==> config.mk <==
export PLATFORM = sky130hd
export DESIGN_NAME = adcref_ctrl
export DESIGN_NICKNAME = d
export VERILOG_FILES = /design/src/design/adcref_pkg.sv /design/src/design/adcref_ctrl.sv /design/src/design/adcref_gnd_mux.sv /design/src/design/adcref_offset_store.sv
export SDC_FILE = /design/constraint.sdc
export NUM_CORES = 1
export LEC_CHECK = 0
export BUFFER_PORTS_ARGS = -buffer_cell sky130_fd_sc_hd__buf_2
export CORE_MARGIN = 2
export CORE_UTILIZATION = 41
export CTS_BUF_LIST = sky130_fd_sc_hd__clkbuf_8 sky130_fd_sc_hd__clkbuf_16
export CTS_CLUSTER_DIAMETER = 40
export DETAILED_ROUTE_END_ITERATION = 7
export MAX_ROUTING_LAYER = met4
export PLACE_DENSITY = 0.8
export SLEW_MARGIN = 0
export SYNTH_ARGS = -nofsm -noshare
export SYNTH_HDL_FRONTEND = slang
export SYNTH_SLANG_ARGS = --single-unit
==> constraint.sdc <==
create_clock -name core_clk -period 0.8 [get_ports core_clk]
set_input_delay 0.16 -clock core_clk [delete_from_list [all_inputs] [get_ports core_clk]]
set_output_delay 0.16 -clock core_clk [all_outputs]
set_load 0.01 [all_outputs]
==> src/design/adcref_pkg.sv <==
// Shared constants for the converter reference selection block.
// Assumes an 8-bit special-function-register bus with page select,
// clocked by the same core clock as the block.
package adcref_pkg;

    // =========================================================
    // Register pages and addresses
    localparam logic [3:0] PAGE_CTRL = 4'h0;
    localparam logic [3:0] PAGE_OFFSET = 4'hf;
    localparam logic [7:0] ADDR_TEMP_OFFSET_LOW = 8'h8d;
    localparam logic [7:0] ADDR_TEMP_OFFSET_HIGH = 8'h8e;
    localparam logic [7:0] ADDR_REFERENCE_CONTROL = 8'hd1;

    // =========================================================
    // Reference control field layout and reset value
    localparam int GND_SEL_BIT = 5;
    localparam int REF_SEL_MSB = 4;
    localparam int REF_SEL_LSB = 3;
    localparam int TEMP_EN_BIT = 2;
    localparam logic [7:0] CTRL_WRITE_MASK = 8'h3c;
    localparam logic [7:0] CTRL_RESET = 8'h18;

    // =========================================================
    // Reference source codes
    localparam logic [1:0] REF_EXT_PIN = 2'h0;
    localparam logic [1:0] REF_MAIN_SUPPLY = 2'h1;
    localparam logic [1:0] REF_DIG_SUPPLY = 2'h2;
    localparam logic [1:0] REF_HIGH_SPEED = 2'h3;

    // =========================================================
    // Temperature offset layout
    localparam int OFFSET_WIDTH = 10;
    localparam int OFFSET_LOW_LSB = 6;
    localparam logic [9:0] OFFSET_RESET = 10'h000;
    localparam logic [7:0] READ_IDLE = 8'h00;

endpackage

==> src/design/adcref_ctrl.sv <==
// Top of the converter reference selection block: register slave,
// reference control register, readback and output drive.
// Assumes a single-cycle SFR bus on core_clk with separate read and
// write strobes, and a converter core on the same clock.
`timescale 1ns/1ps
`default_nettype none

module adcref_ctrl
    import adcref_pkg::*;
(
    input wire logic core_clk,
    input wire logic sys_rst,
    input wire logic [3:0] sfrPage,
    input wire logic [7:0] sfrAddr,
    input wire logic sfrWrStb,
    input wire logic sfrRdStb,
    input wire logic [7:0] sfrWdata,
    output logic [7:0] sfrRdata,
    input wire logic convTracking,
    input wire logic convSampling,
    input wire logic convConverting,
    input wire logic muxTempSel,
    input wire logic trimLoad,
    input wire logic [9:0] trimValue,
    output logic [1:0] refSourceSelect,
    output logic hsRefEnable,
    output logic analogGroundSel,
    output logic tempSensorEnable
);

    // =========================================================
    // Address decoding
    // The offset bytes live on their own page so a stray write to the
    // control page cannot alias onto them.
    wire hitCtrl = (sfrPage == PAGE_CTRL)
        && (sfrAddr == ADDR_REFERENCE_CONTROL);
    wire hitOffLow = (sfrPage == PAGE_OFFSET)
        && (sfrAddr == ADDR_TEMP_OFFSET_LOW);
    wire hitOffHigh = (sfrPage == PAGE_OFFSET)
        && (sfrAddr == ADDR_TEMP_OFFSET_HIGH);
    wire ctrlWrite = sfrWrStb & hitCtrl;

    // =========================================================
    // Reference control register
    logic [7:0] ctrl_ff;
    logic [7:0] nxt_ctrl;

    // Only the three live fields take written data
    assign nxt_ctrl = ctrlWrite ?
        (sfrWdata & CTRL_WRITE_MASK) : ctrl_ff;

    always_ff @(posedge core_clk or posedge sys_rst) begin
        if (sys_rst) begin
            ctrl_ff <= CTRL_RESET;
        end else begin
            ctrl_ff <= nxt_ctrl;
        end
    end

    // Straight from the register so the analog mux sees a clean level
    assign refSourceSelect = ctrl_ff[REF_SEL_MSB:REF_SEL_LSB];
    assign tempSensorEnable = ctrl_ff[TEMP_EN_BIT];

    // =========================================================
    // Ground selection and fast reference gating
    // Fed from the next control value so a write reaches the pins on
    // the very edge that stores it.
    adcref_gnd_mux u_gnd_mux (
        .core_clk(core_clk),
        .sys_rst(sys_rst),
        .nxtGndSel(nxt_ctrl[GND_SEL_BIT]),
        .nxtRefSel(nxt_ctrl[REF_SEL_MSB:REF_SEL_LSB]),
        .convTracking(convTracking),
        .convSampling(convSampling),
        .convConverting(convConverting),
        .muxTempSel(muxTempSel),
        .analogGroundSel(analogGroundSel),
        .hsRefEnable(hsRefEnable)
    );

    // =========================================================
    // Factory temperature offset
    logic [7:0] offsetHigh;
    logic [7:0] offsetLow;

    adcref_offset_store u_offset (
        .core_clk(core_clk),
        .sys_rst(sys_rst),
        .trimLoad(trimLoad),
        .trimValue(trimValue),
        .offsetHigh(offsetHigh),
        .offsetLow(offsetLow),
        .offsetLoaded()
    );

    // =========================================================
    // Read data: registered, held until the next read strobe
    logic [7:0] rdata_ff;
    logic [7:0] readMux;

    // Unmapped addresses answer zero; the offset bytes have no write path
    assign readMux = hitCtrl ? ctrl_ff :
        hitOffHigh ? offsetHigh :
        hitOffLow ? offsetLow : READ_IDLE;

    always_ff @(posedge core_clk or posedge sys_rst) begin
        if (sys_rst) begin
            rdata_ff <= READ_IDLE;
        end else if (sfrRdStb) begin
            rdata_ff <= readMux;
        end
    end

    assign sfrRdata = rdata_ff;

    // =========================================================
    // Checks on the register path and analog controls
    wire [1:0] liveRef = refSourceSelect;
    wire liveHs = (liveRef == REF_HIGH_SPEED);
    wire convBusy = convTracking | convSampling | convConverting;
endmodule

`default_nettype wire

==> src/design/adcref_gnd_mux.sv <==
// Ground selection and high-speed reference power gating.
// Assumes converter phase flags come from logic on core_clk.
`timescale 1ns/1ps
`default_nettype none

module adcref_gnd_mux
    import adcref_pkg::*;
(
    input wire logic core_clk,
    input wire logic sys_rst,
    input wire logic nxtGndSel,
    input wire logic [1:0] nxtRefSel,
    input wire logic convTracking,
    input wire logic convSampling,
    input wire logic convConverting,
    input wire logic muxTempSel,
    output logic analogGroundSel,
    output logic hsRefEnable
);

    logic gnd_ff;
    logic hsEn_ff;
    logic nxt_gnd;
    logic nxt_hsEn;
    wire hsSelected = (nxtRefSel == REF_HIGH_SPEED);
    wire convBusy = convTracking | convSampling | convConverting;
    wire forceChipGnd = (muxTempSel & convSampling)
        | (hsSelected & convConverting);

    // =========================================================
    // Overrides beat the software ground choice in their phases
    assign nxt_gnd = nxtGndSel & ~forceChipGnd;
    // Power the fast reference only while the converter works
    assign nxt_hsEn = hsSelected & convBusy;

    always_ff @(posedge core_clk or posedge sys_rst) begin
        if (sys_rst) begin
            gnd_ff <= 1'b0;
            hsEn_ff <= 1'b0;
        end else begin
            gnd_ff <= nxt_gnd;
            hsEn_ff <= nxt_hsEn;
        end
    end

    assign analogGroundSel = gnd_ff;
    assign hsRefEnable = hsEn_ff;

endmodule

`default_nettype wire

==> src/design/adcref_offset_store.sv <==
// Holds the factory temperature offset and splits it into two bytes.
// Assumes the trim loader runs on core_clk and pulses trimLoad once the
// production value is valid after reset.
`timescale 1ns/1ps
`default_nettype none

module adcref_offset_store
    import adcref_pkg::*;
(
    input wire logic core_clk,
    input wire logic sys_rst,
    input wire logic trimLoad,
    input wire logic [9:0] trimValue,
    output logic [7:0] offsetHigh,
    output logic [7:0] offsetLow,
    output logic offsetLoaded
);

    logic [9:0] offset_ff;
    logic loaded_ff;

    // =========================================================
    // Capture the production value; reset takes a constant only
    always_ff @(posedge core_clk or posedge sys_rst) begin
        if (sys_rst) begin
            offset_ff <= OFFSET_RESET;
            loaded_ff <= 1'b0;
        end else if (trimLoad) begin
            offset_ff <= trimValue;
            loaded_ff <= 1'b1;
        end
    end

    // Byte views: unused low bits are wired to zero, so writes cannot land
    assign offsetHigh = offset_ff[9:2];
    assign offsetLow = {offset_ff[1:0], 6'h00};
    assign offsetLoaded = loaded_ff;

endmodule

`default_nettype wire

After elaboration in Yosys (flattened, before gate mapping)
Index checks and enable logic that the tools add are counted.
{ "totals": {"register_bits": 24, "word_cells": 28} }
{ "op_classes": {"eq_ne": 5, "n_mux": 4, "bitwise": 9, "reduce_logical": 4} }
{ "ops": {"columns": ["cell", "count"], "rows": [
  ["$eq A8 B8 Y1 const B", 3],
  ["$mux W8", 3],
  ["$mux W6", 1],
  ["$and A1 B1 Y1", 5],
  ["$eq A4 B4 Y1 const B", 1],
  ["$logic_not A4 Y1", 1],
  ["$logic_and A1 B1 Y1", 3],
  ["$or A1 B1 Y1", 3],
  ["$eq A2 B2 Y1 const B", 1],
  ["$not A1 Y1", 1]
]} }

Longest topological paths before layout
Gate-level depths: netlist of the first run.
{ "depth": {"depth_word": 9, "depth_mapped": 4, "ltp_nobuf": 3} }

By module
From an unflattened synthesis of the first run, not the netlist that was laid out.
{ "hier_totals": {"hier_cells": 98, "hier_area_um2": 1247.4} }
{ "by_module_without_submodules": {"columns": ["module", "instances", "cells_each", "area_per_inst_um2"], "rows": [
  ["adcref_ctrl", 1, 60, 676.9],
  ["adcref_offset_store", 1, 31, 491.7],
  ["adcref_gnd_mux", 1, 7, 78.8]
]} }

Worst setup path after synthesis of the first run
OpenSTA, ideal clock, no wires.
{ "synth_path": {"kind": "input port to flip-flop", "from": "input sfrPage[0]", "to": "register ctrl_ff[2]", "t_arrival_ns": 1.064, "t_required_ns": 0.675, "setup_slack_ns": -0.389, "path_stages": 4, "cell_sequence": "nor4_4 > and4b_1 > buf_6 > mux2_4"} }
{ "synth_between": {"elab_chain_cells": 3} }
{ "synth_rtl": {"columns": ["item", "line_no", "text"], "rows": [
  ["start: declaration", "adcref_ctrl.sv:13", "input wire logic [3:0] sfrPage,"],
  ["$logic_not A4 Y1", "adcref_ctrl.sv:35", "wire hitCtrl = (sfrPage == PAGE_CTRL)"],
  ["$logic_and A1 B1 Y1", "adcref_ctrl.sv:36", "&& (sfrAddr == ADDR_REFERENCE_CONTROL);"],
  ["$and A1 B1 Y1", "adcref_ctrl.sv:41", "wire ctrlWrite = sfrWrStb & hitCtrl;"],
  ["end signal: assignment", "adcref_ctrl.sv:56", "ctrl_ff <= nxt_ctrl;"],
  ["end: declaration", "adcref_ctrl.sv:45", "logic [7:0] ctrl_ff;"]
]} }
No other way between the ends.
A chain may end at the register's enable or synchronous reset.

Final worst setup path of the first run
{ "layout_path": {"from": "register ctrl_ff[3]", "to": "output refSourceSelect[0]"} }
{ "layout_lines": {"columns": ["item", "line_no", "text"], "rows": [
  ["end: declaration", "adcref_ctrl.sv:25", "output logic [1:0] refSourceSelect,"]
]} }
No word-level cell between the ends.

==> implementation parameters, run 1 <==
Parameter                              Value

Synthesis
  Synthesized flop and latch total    24
  Yosys warns    0
  Leading cell types by total area after synthesis    dfrtp_1 (48%), inv_1 (5.2%), mux2_4 (5.2%), dfstp_2 (4.6%), mux2_2 (3.9%)
  Net count after synthesis    142
  Netlist cell types    27
  Syn Std Cell Area    around 1200 um^2
  Post-synthesis average cell area    between 10 and 15 um^2
  Biggest area consumer among synthesized cells    dfrtp_1
  Synth top area share    a little under half
  Sequential cell area fraction in the yosys report    a little over half
  Post-synthesis cell count    about 100

Finish
  Antenna Cells    0
  Final cell count without fillers    approximately 210
  Final nets    between 200 and 250
  Area of the multi-input gates    slightly below 500 um^2
  Layout Utilization    between 60% and 70%
  Number of filler cells placed in the layout    roughly 230
  Sequential cell area    603 um^2
  Area delta synth->final    50.3%
  Post-route standard cell area excluding fillers    between 1500 and 2000 um^2
  Fraction of layout cells with a size suffix above 1    a little over half

Worst setup path
  Worst path top cell family by delay    flip-flops
  Setup CP Type    flip-flop to primary output
  Library cell contributing the largest single delay on the critical path    dfstp_2
  Worst path required time    roughly 0.64 ns
  Largest fanout on the critical path    2
  Crit start category    flip-flop
  Series of cell instances along the critical path    buf_6
  Category of the worst setup path capture point    primary output
  Critical Path Max Stage Delay    approximately 0.55 ns
  Data arrival time of the critical path    between 0.9 and 1 ns
  Number of buffer and inverter instances along the worst setup path    1

Clock tree
  Inserted Clock Buffers    3
  CTS Root Buffer Type    clkbuf_8
  Number of clock sinks    24
  H-tree depth    1
  CTS tree    built
  Buffer depth of the longest clock path    2
  Clock edge transition at the registers on the reported setup and hold paths    0.08 ns
  Insertion delay of the later-clocked pin in the worst-skew pair    about 0.26 ns

Place
  Cell Area, Placed    between 1000 and 1500 um^2
  Final HPWL from detailed placement    between 2000 and 2500 um
  Number of port buffers    between 40 and 50
  Global placement routability congestion    ~0.82
  Placed cell count    approximately 190

STA
  Setup Total Neg Slack    -4.01 ns
  Final setup violation count    24
  Normalized max-slew margin    about four fifths
  Worst slack on hold paths    about 0.11 ns
  Final worst setup slack    -0.269 ns
  Minimum period implied by the final worst setup slack    around 1.1 ns
  Transition time of the tightest slew-check pin    roughly 0.28 ns
  Post-route fraction of the period consumed by the critical path    134%
  Unrepaired setup endpoints after global routing    yes
  Clk_skew    roughly 0.0063 ns
  Achievable clock frequency    slightly above 900 MHz
  Fin. max-slew vios    0
  Final hold violations    0

Route
  Via count of the routed design    around 1000
  Pre-Repair DR Iteration Count    4
  1st-iter DRT viols    39
  Wire length after detailed routing    2770 um
  Count of nets left with antenna violations after detail routing    0
  Average detailed-routed wire length per instance    about 13 um
  Routed vias/inst    about 5
  DRC    0

Flow run
  # Max-Cap Violations    0

Global route
  Number of antenna violations at the first check in global routing    0
  Overall track demand over capacity in global routing    17.7%
  Via count of the first global-routing pass    slightly above 1000
  GRT overflow    0
  Wire length of the first global-routing pass    about 4300 um
  Pin count of the biggest net entering global routing    14

Pwr
  Leakage power    0.875 nW
  Max VDD drop    about 1.3 mV
  Power per unit of standard cell area    between 1000 and 1500 nW/um^2

Die
  Standard-cell rows    19
  Floorplan Core Area    2710 um^2
  Boundary pin count    between 50 and 60
  Die Height    approximately 57 um
  Die width    57.0 um
  Area enclosed by the die boundary    3250 um^2
  Starting density of the core    between 40% and 50%

Status
  Violations in the final reports    setup timing
  Run status    finished with violations

Min path
  Worst Hold Class    input port to flip-flop
-- per-layer routing --
metal | track usage, % | vias up | part of all wire, %
li1 | - | 504 | -
met1 | 21.7 | 487 | 41
met2 | 28.6 | 36 | 51
met3 | 3.40 | 8 | 5.4
met4 | 7.97 | 0 | 2.7
met5 | - | - | 0
-- worst paths after layout --
check	cells after the start	start	end	slack [ns]
max	1	ctrl_ff[3]	refSourceSelect[0]	-0.27
min	3	trimValue[2]	u_offset.offset_ff[2]	0.11
max reg2reg	4	ctrl_ff[3]	u_gnd_mux.analogGroundSel	-0.20
min reg2reg	1	u_offset.offset_ff[8]	u_offset.offset_ff[8]	0.52
max in group asynchronous	4	sys_rst	ctrl_ff[4]	0.09
min in group asynchronous	3	sys_rst	u_offset.offset_ff[0]	0.34
-- cell type report --
| cell class | instances | share of cell area [%] |
|---|---|---|
| Multi-Input combinational cell | 58 | 28.6 |
| Timing Repair Buffer | 74 | 28.1 |
| Inverter | 16 | 3.69 |
| Tap cell | 31 | 2.24 |
| Clock inverter | 1 | 0.217 |
| Clock buffer | 3 | 2.39 |
| Sequential cell | 24 | 34.9 |
-- synthesized netlist by cell type, drive strengths merged --
library cell,n
nand3,7
nand2b,4
a22oi,2
and4bb,2
nand4,1
inv,16
dfstp,2
nor4,1
and4b,1
nor4bb,1
and3b,2
o22ai,4
nand2,7
buf,3
nor2b,2
nand4b,1
nand4bb,1
mux2,8
o221ai,4
clkbuf,2
or3,1
and4,1
dfrtp,22
o21ai,6
mux2i,2
-- registers in the layout, indices dropped and copies added, names as in the netlist --
name	count
u_offset.offset_ff	10
sfrRdata	8
ctrl_ff	4
u_gnd_mux.analogGroundSel	1
u_gnd_mux.hsRefEnable	1
-- cells by family after synthesis --
logic type | synth area share, %
buf+inv | 8.15
simple gates | 19.5
mux | 10.9
flops | 52.4
compound gates | 9.13
-- placed cells by master (no fill, tap or decap), types with 3 or more instances in the layout --
master and n:
buf_2 43, buf_4 23, dfrtp_1 22, inv_1 15
nand3_1 7, nand2_1 7, o21ai_0 6, buf_6 6
mux2_2 4, nand2b_1 4, mux2_4 4, o22ai_1 3
clkbuf_8 3
-- what timing repair did --
action	4_1_cts	5_1_grt
buffers inserted	10	5
pin swaps	4	2
hold endpoints to repair	4	0
endpoints found under the setup margin	25	27
gates resized for setup	6	7
hold buffers	1	0
-- where the power goes --
part           switching (mW)  internal [mW]
clock network           0.361          0.342
logic                   0.147          0.175
registers              0.0202           1.26
total                   0.529           1.78
-- through the flow --
| stage | power (mW) | worst slack, ns |
|---|---|---|
| CTS | 2.31 | -0.274 |
| floorplan | 1.42 | -0.389 |
| detailed placement | 1.60 | -0.557 |
| global placement | 1.58 | -0.531 |
| finish | 2.31 | -0.269 |
| global route | 2.45 | -0.310 |
No activity file was read; power rests on OpenSTA's default activity.
==> run 2: changes to the inputs <==
- BUFFER_PORTS_ARGS: -buffer_cell sky130_fd_sc_hd__buf_2 -> -buffer_cell sky130_fd_sc_hd__buf_4
==> implementation parameters, run 2 (synthesized netlist as in run 1, its figures left out) <==
Parameter                              Value

Die
  Starting density of the core    42.5% (unchanged)
  Area enclosed by the die boundary    3250 um^2 (unchanged)
  Floorplan Core Area    2710 um^2 (unchanged)
  Die Height    57.0 um (unchanged)
  Standard-cell rows    19 (unchanged)
  Boundary pin count    52 (unchanged)
  Die width    57.0 um (unchanged)

Finish
  Flip-flop count of the largest register, all copies and words added    10 (unchanged)
  Antenna Cells    0 (unchanged)
  Layout Utilization    67.6% (+3.7 points)
  Final nets    210 (-2.8%)
  Fraction of layout cells with a size suffix above 1    52.4% (-2.2 points)
  Commonest cells after routing, fill and taps aside    buf_4 (46), dfrtp_1 (22), buf_6 (20), inv_1 (15)
  Biggest register    u_offset.offset_ff
  Final cell count without fillers    201 (-2.9%)
  Leading cell type in the layout, fill and taps excluded    buf_4
  Area delta synth->final    59.1%

Place
  Final HPWL from detailed placement    2060 um (-1.3%)
  Number of port buffers    47 (unchanged)
  Global placement routability congestion    0.823 (about the same)
  Placed cell count    187 (-0.53%)
  Setup slack after placement    -0.565 ns (-0.00757 ns)

Clock tree
  Buffer depth of the longest clock path    2 (unchanged)
  Insertion delay of the later-clocked pin in the worst-skew pair    0.26 ns (about the same)
  Number of clock sinks    24 (unchanged)
  CTS Root Buffer Type    clkbuf_8
  CTS tree    built
  Inserted Clock Buffers    3 (unchanged)
  Clock edge transition at the registers on the reported setup and hold paths    0.08 ns (about the same)
  H-tree depth    1 (unchanged)

STA
  Final setup violation count    23 (-4.2%)
  Unrepaired setup endpoints after global routing    yes
  Fin. max-slew vios    0 (unchanged)
  Final worst setup slack    -0.275 ns (-0.00608 ns)
  Normalized max-slew margin    83.9% (+3.0 points)
  Transition time of the tightest slew-check pin    0.240 ns (-0.0431 ns)
  Achievable clock frequency    930 MHz (-0.57%)
  Post-route fraction of the period consumed by the critical path    134% (+0.76 points)
  Clk_skew    0.00477 ns (-0.00152 ns)
  Final hold violations    0 (unchanged)
  Minimum period implied by the final worst setup slack    1.07 ns (+0.00608 ns)

Worst setup path
  Series of cell instances along the critical path    buf_6
  Crit start category    flip-flop
  R2R setup slack    -0.20 ns (about the same)
  Worst r2r dst    u_gnd_mux.analogGroundSel
  Largest fanout on the critical path    2 (unchanged)
  FF-to-FF path depth    4 (unchanged)
  Startpoint of the most critical register-to-register path    ctrl_ff[3]
  Setup CP Type    flip-flop to primary output
  Data arrival time of the critical path    0.91 ns (about the same)
  Library cell contributing the largest single delay on the critical path    dfstp_2
  Critical Path Max Stage Delay    0.56 ns (about the same)
  Worst path required time    0.64 ns (about the same)
  Category of the worst setup path capture point    primary output
  Number of buffer and inverter instances along the worst setup path    1 (unchanged)
  Worst path top cell family by delay    flip-flops

Route
  Routed vias/inst    4.97 (-0.60%)
  Average detailed-routed wire length per instance    13.7 um (+2.1%)
  1st-iter DRT viols    25 (-36%)
  Wire length after detailed routing    2750 um (-0.90%)
  Pre-Repair DR Iteration Count    4 (unchanged)
  Via count of the routed design    999 (-3.5%)
  Count of nets left with antenna violations after detail routing    0 (unchanged)
  DRC    0 (unchanged)

Status
  Violations in the final reports    setup timing
  Run status    finished with violations

Global route
  Pin count of the biggest net entering global routing    25 (+11)
  Overall track demand over capacity in global routing    17.4% (-0.37 points)
  GRT overflow    0 (unchanged)
  Wire length of the first global-routing pass    4380 um (+1.6%)
  Number of antenna violations at the first check in global routing    0 (unchanged)
  Via count of the first global-routing pass    985 (-3.1%)

Flow run
  # Max-Cap Violations    0 (unchanged)

Pwr
  Max VDD drop    1.92 mV (+50%)
  Total power    2.44 mW (+5.7%)
  Power per unit of standard cell area    1330 nW/um^2 (-0.12%)
  Leakage power    0.883 nW (+0.93%)

Min path
  Terminating pin of the worst hold path    u_offset.offset_ff[5]
  Instance count along the most critical hold path    3 (unchanged)
  Worst Hold Launch    trimValue[5]
  Worst Hold Class    input port to flip-flop
[run 2: cell types whose count changed in the layout (fill, tap and decap cells not counted), sizes merged]
cell	previous run	this run
buf	73	67
clkinvlp	1	0
clkbuf	3	4
[run 2: cell type report]
class	instances	area [um^2]
fill	206	878
sequential	24	603
timing repair buffer	68	601
multi-input combinational	58	474
inverter	16	60.1
clock buffer	4	55.1
tap	31	38.8
[run 2: metal layers]
layer	GRT usage, %	wire, um	part of all wire (%)	up-vias
met5	-	0	0	-
met2	30.0	1460	53	33
met1	21.5	1140	41	472
li1	-	-	-	494
met3	4.99	153	5.6	0
met4	0.332	0	0	0
[run 2: worst max-delay path by stage]
stage / slack, ns / from / end / depth (start not counted)
final: -0.27 / ctrl_ff[4] / refSourceSelect[1] / 1
after floorplan: -0.39 / sfrPage[0] / ctrl_ff[2] / 4
after global routing: -0.31 / ctrl_ff[3] / refSourceSelect[0] / 1
after detailed placement: -0.56 / sfrPage[0] / ctrl_ff[5] / 5
after CTS: -0.28 / ctrl_ff[3] / refSourceSelect[0] / 1
after global placement: -0.54 / sfrPage[0] / ctrl_ff[2] / 5
[run 2: tightest hold or removal path, stage by stage]
cell	delay (ns)
buf_4	0.08
nand2_1	0.04
o21ai_0	0.06
[run 2: what timing repair did]
action	4_1_cts	5_1_grt
cloned	0	0
hold endpoints to repair	22	0
pin swaps	6	1
setup buffers	7	2
resized for setup	20	5
hold buffers	1	0
setup endpoints to repair	25	26
[run 2: metrics by stage]
| step | TNS, ns | instance area, um^2 | hold slack (ns) |
|---|---|---|---|
| 6_report | -4.00 | 1830 | 0.110 |
| 3_5_place_dp | -5.75 | 1600 | 0.203 |
| 3_3_place_gp | -5.28 | 1600 | 0.196 |
| 4_1_cts | -3.99 | 1790 | 0.104 |
| 2_1_floorplan | -2.18 | 1160 | 0.173 |
| 5_1_grt | -4.80 | 1830 | 0.0995 |
[run 2: power breakdown]
part	total, mW	switching [mW]	internal, mW
logic	0.358	0.143	0.215
clock network	0.802	0.363	0.438
registers	1.28	0.0193	1.26
total	2.44	0.525	1.91
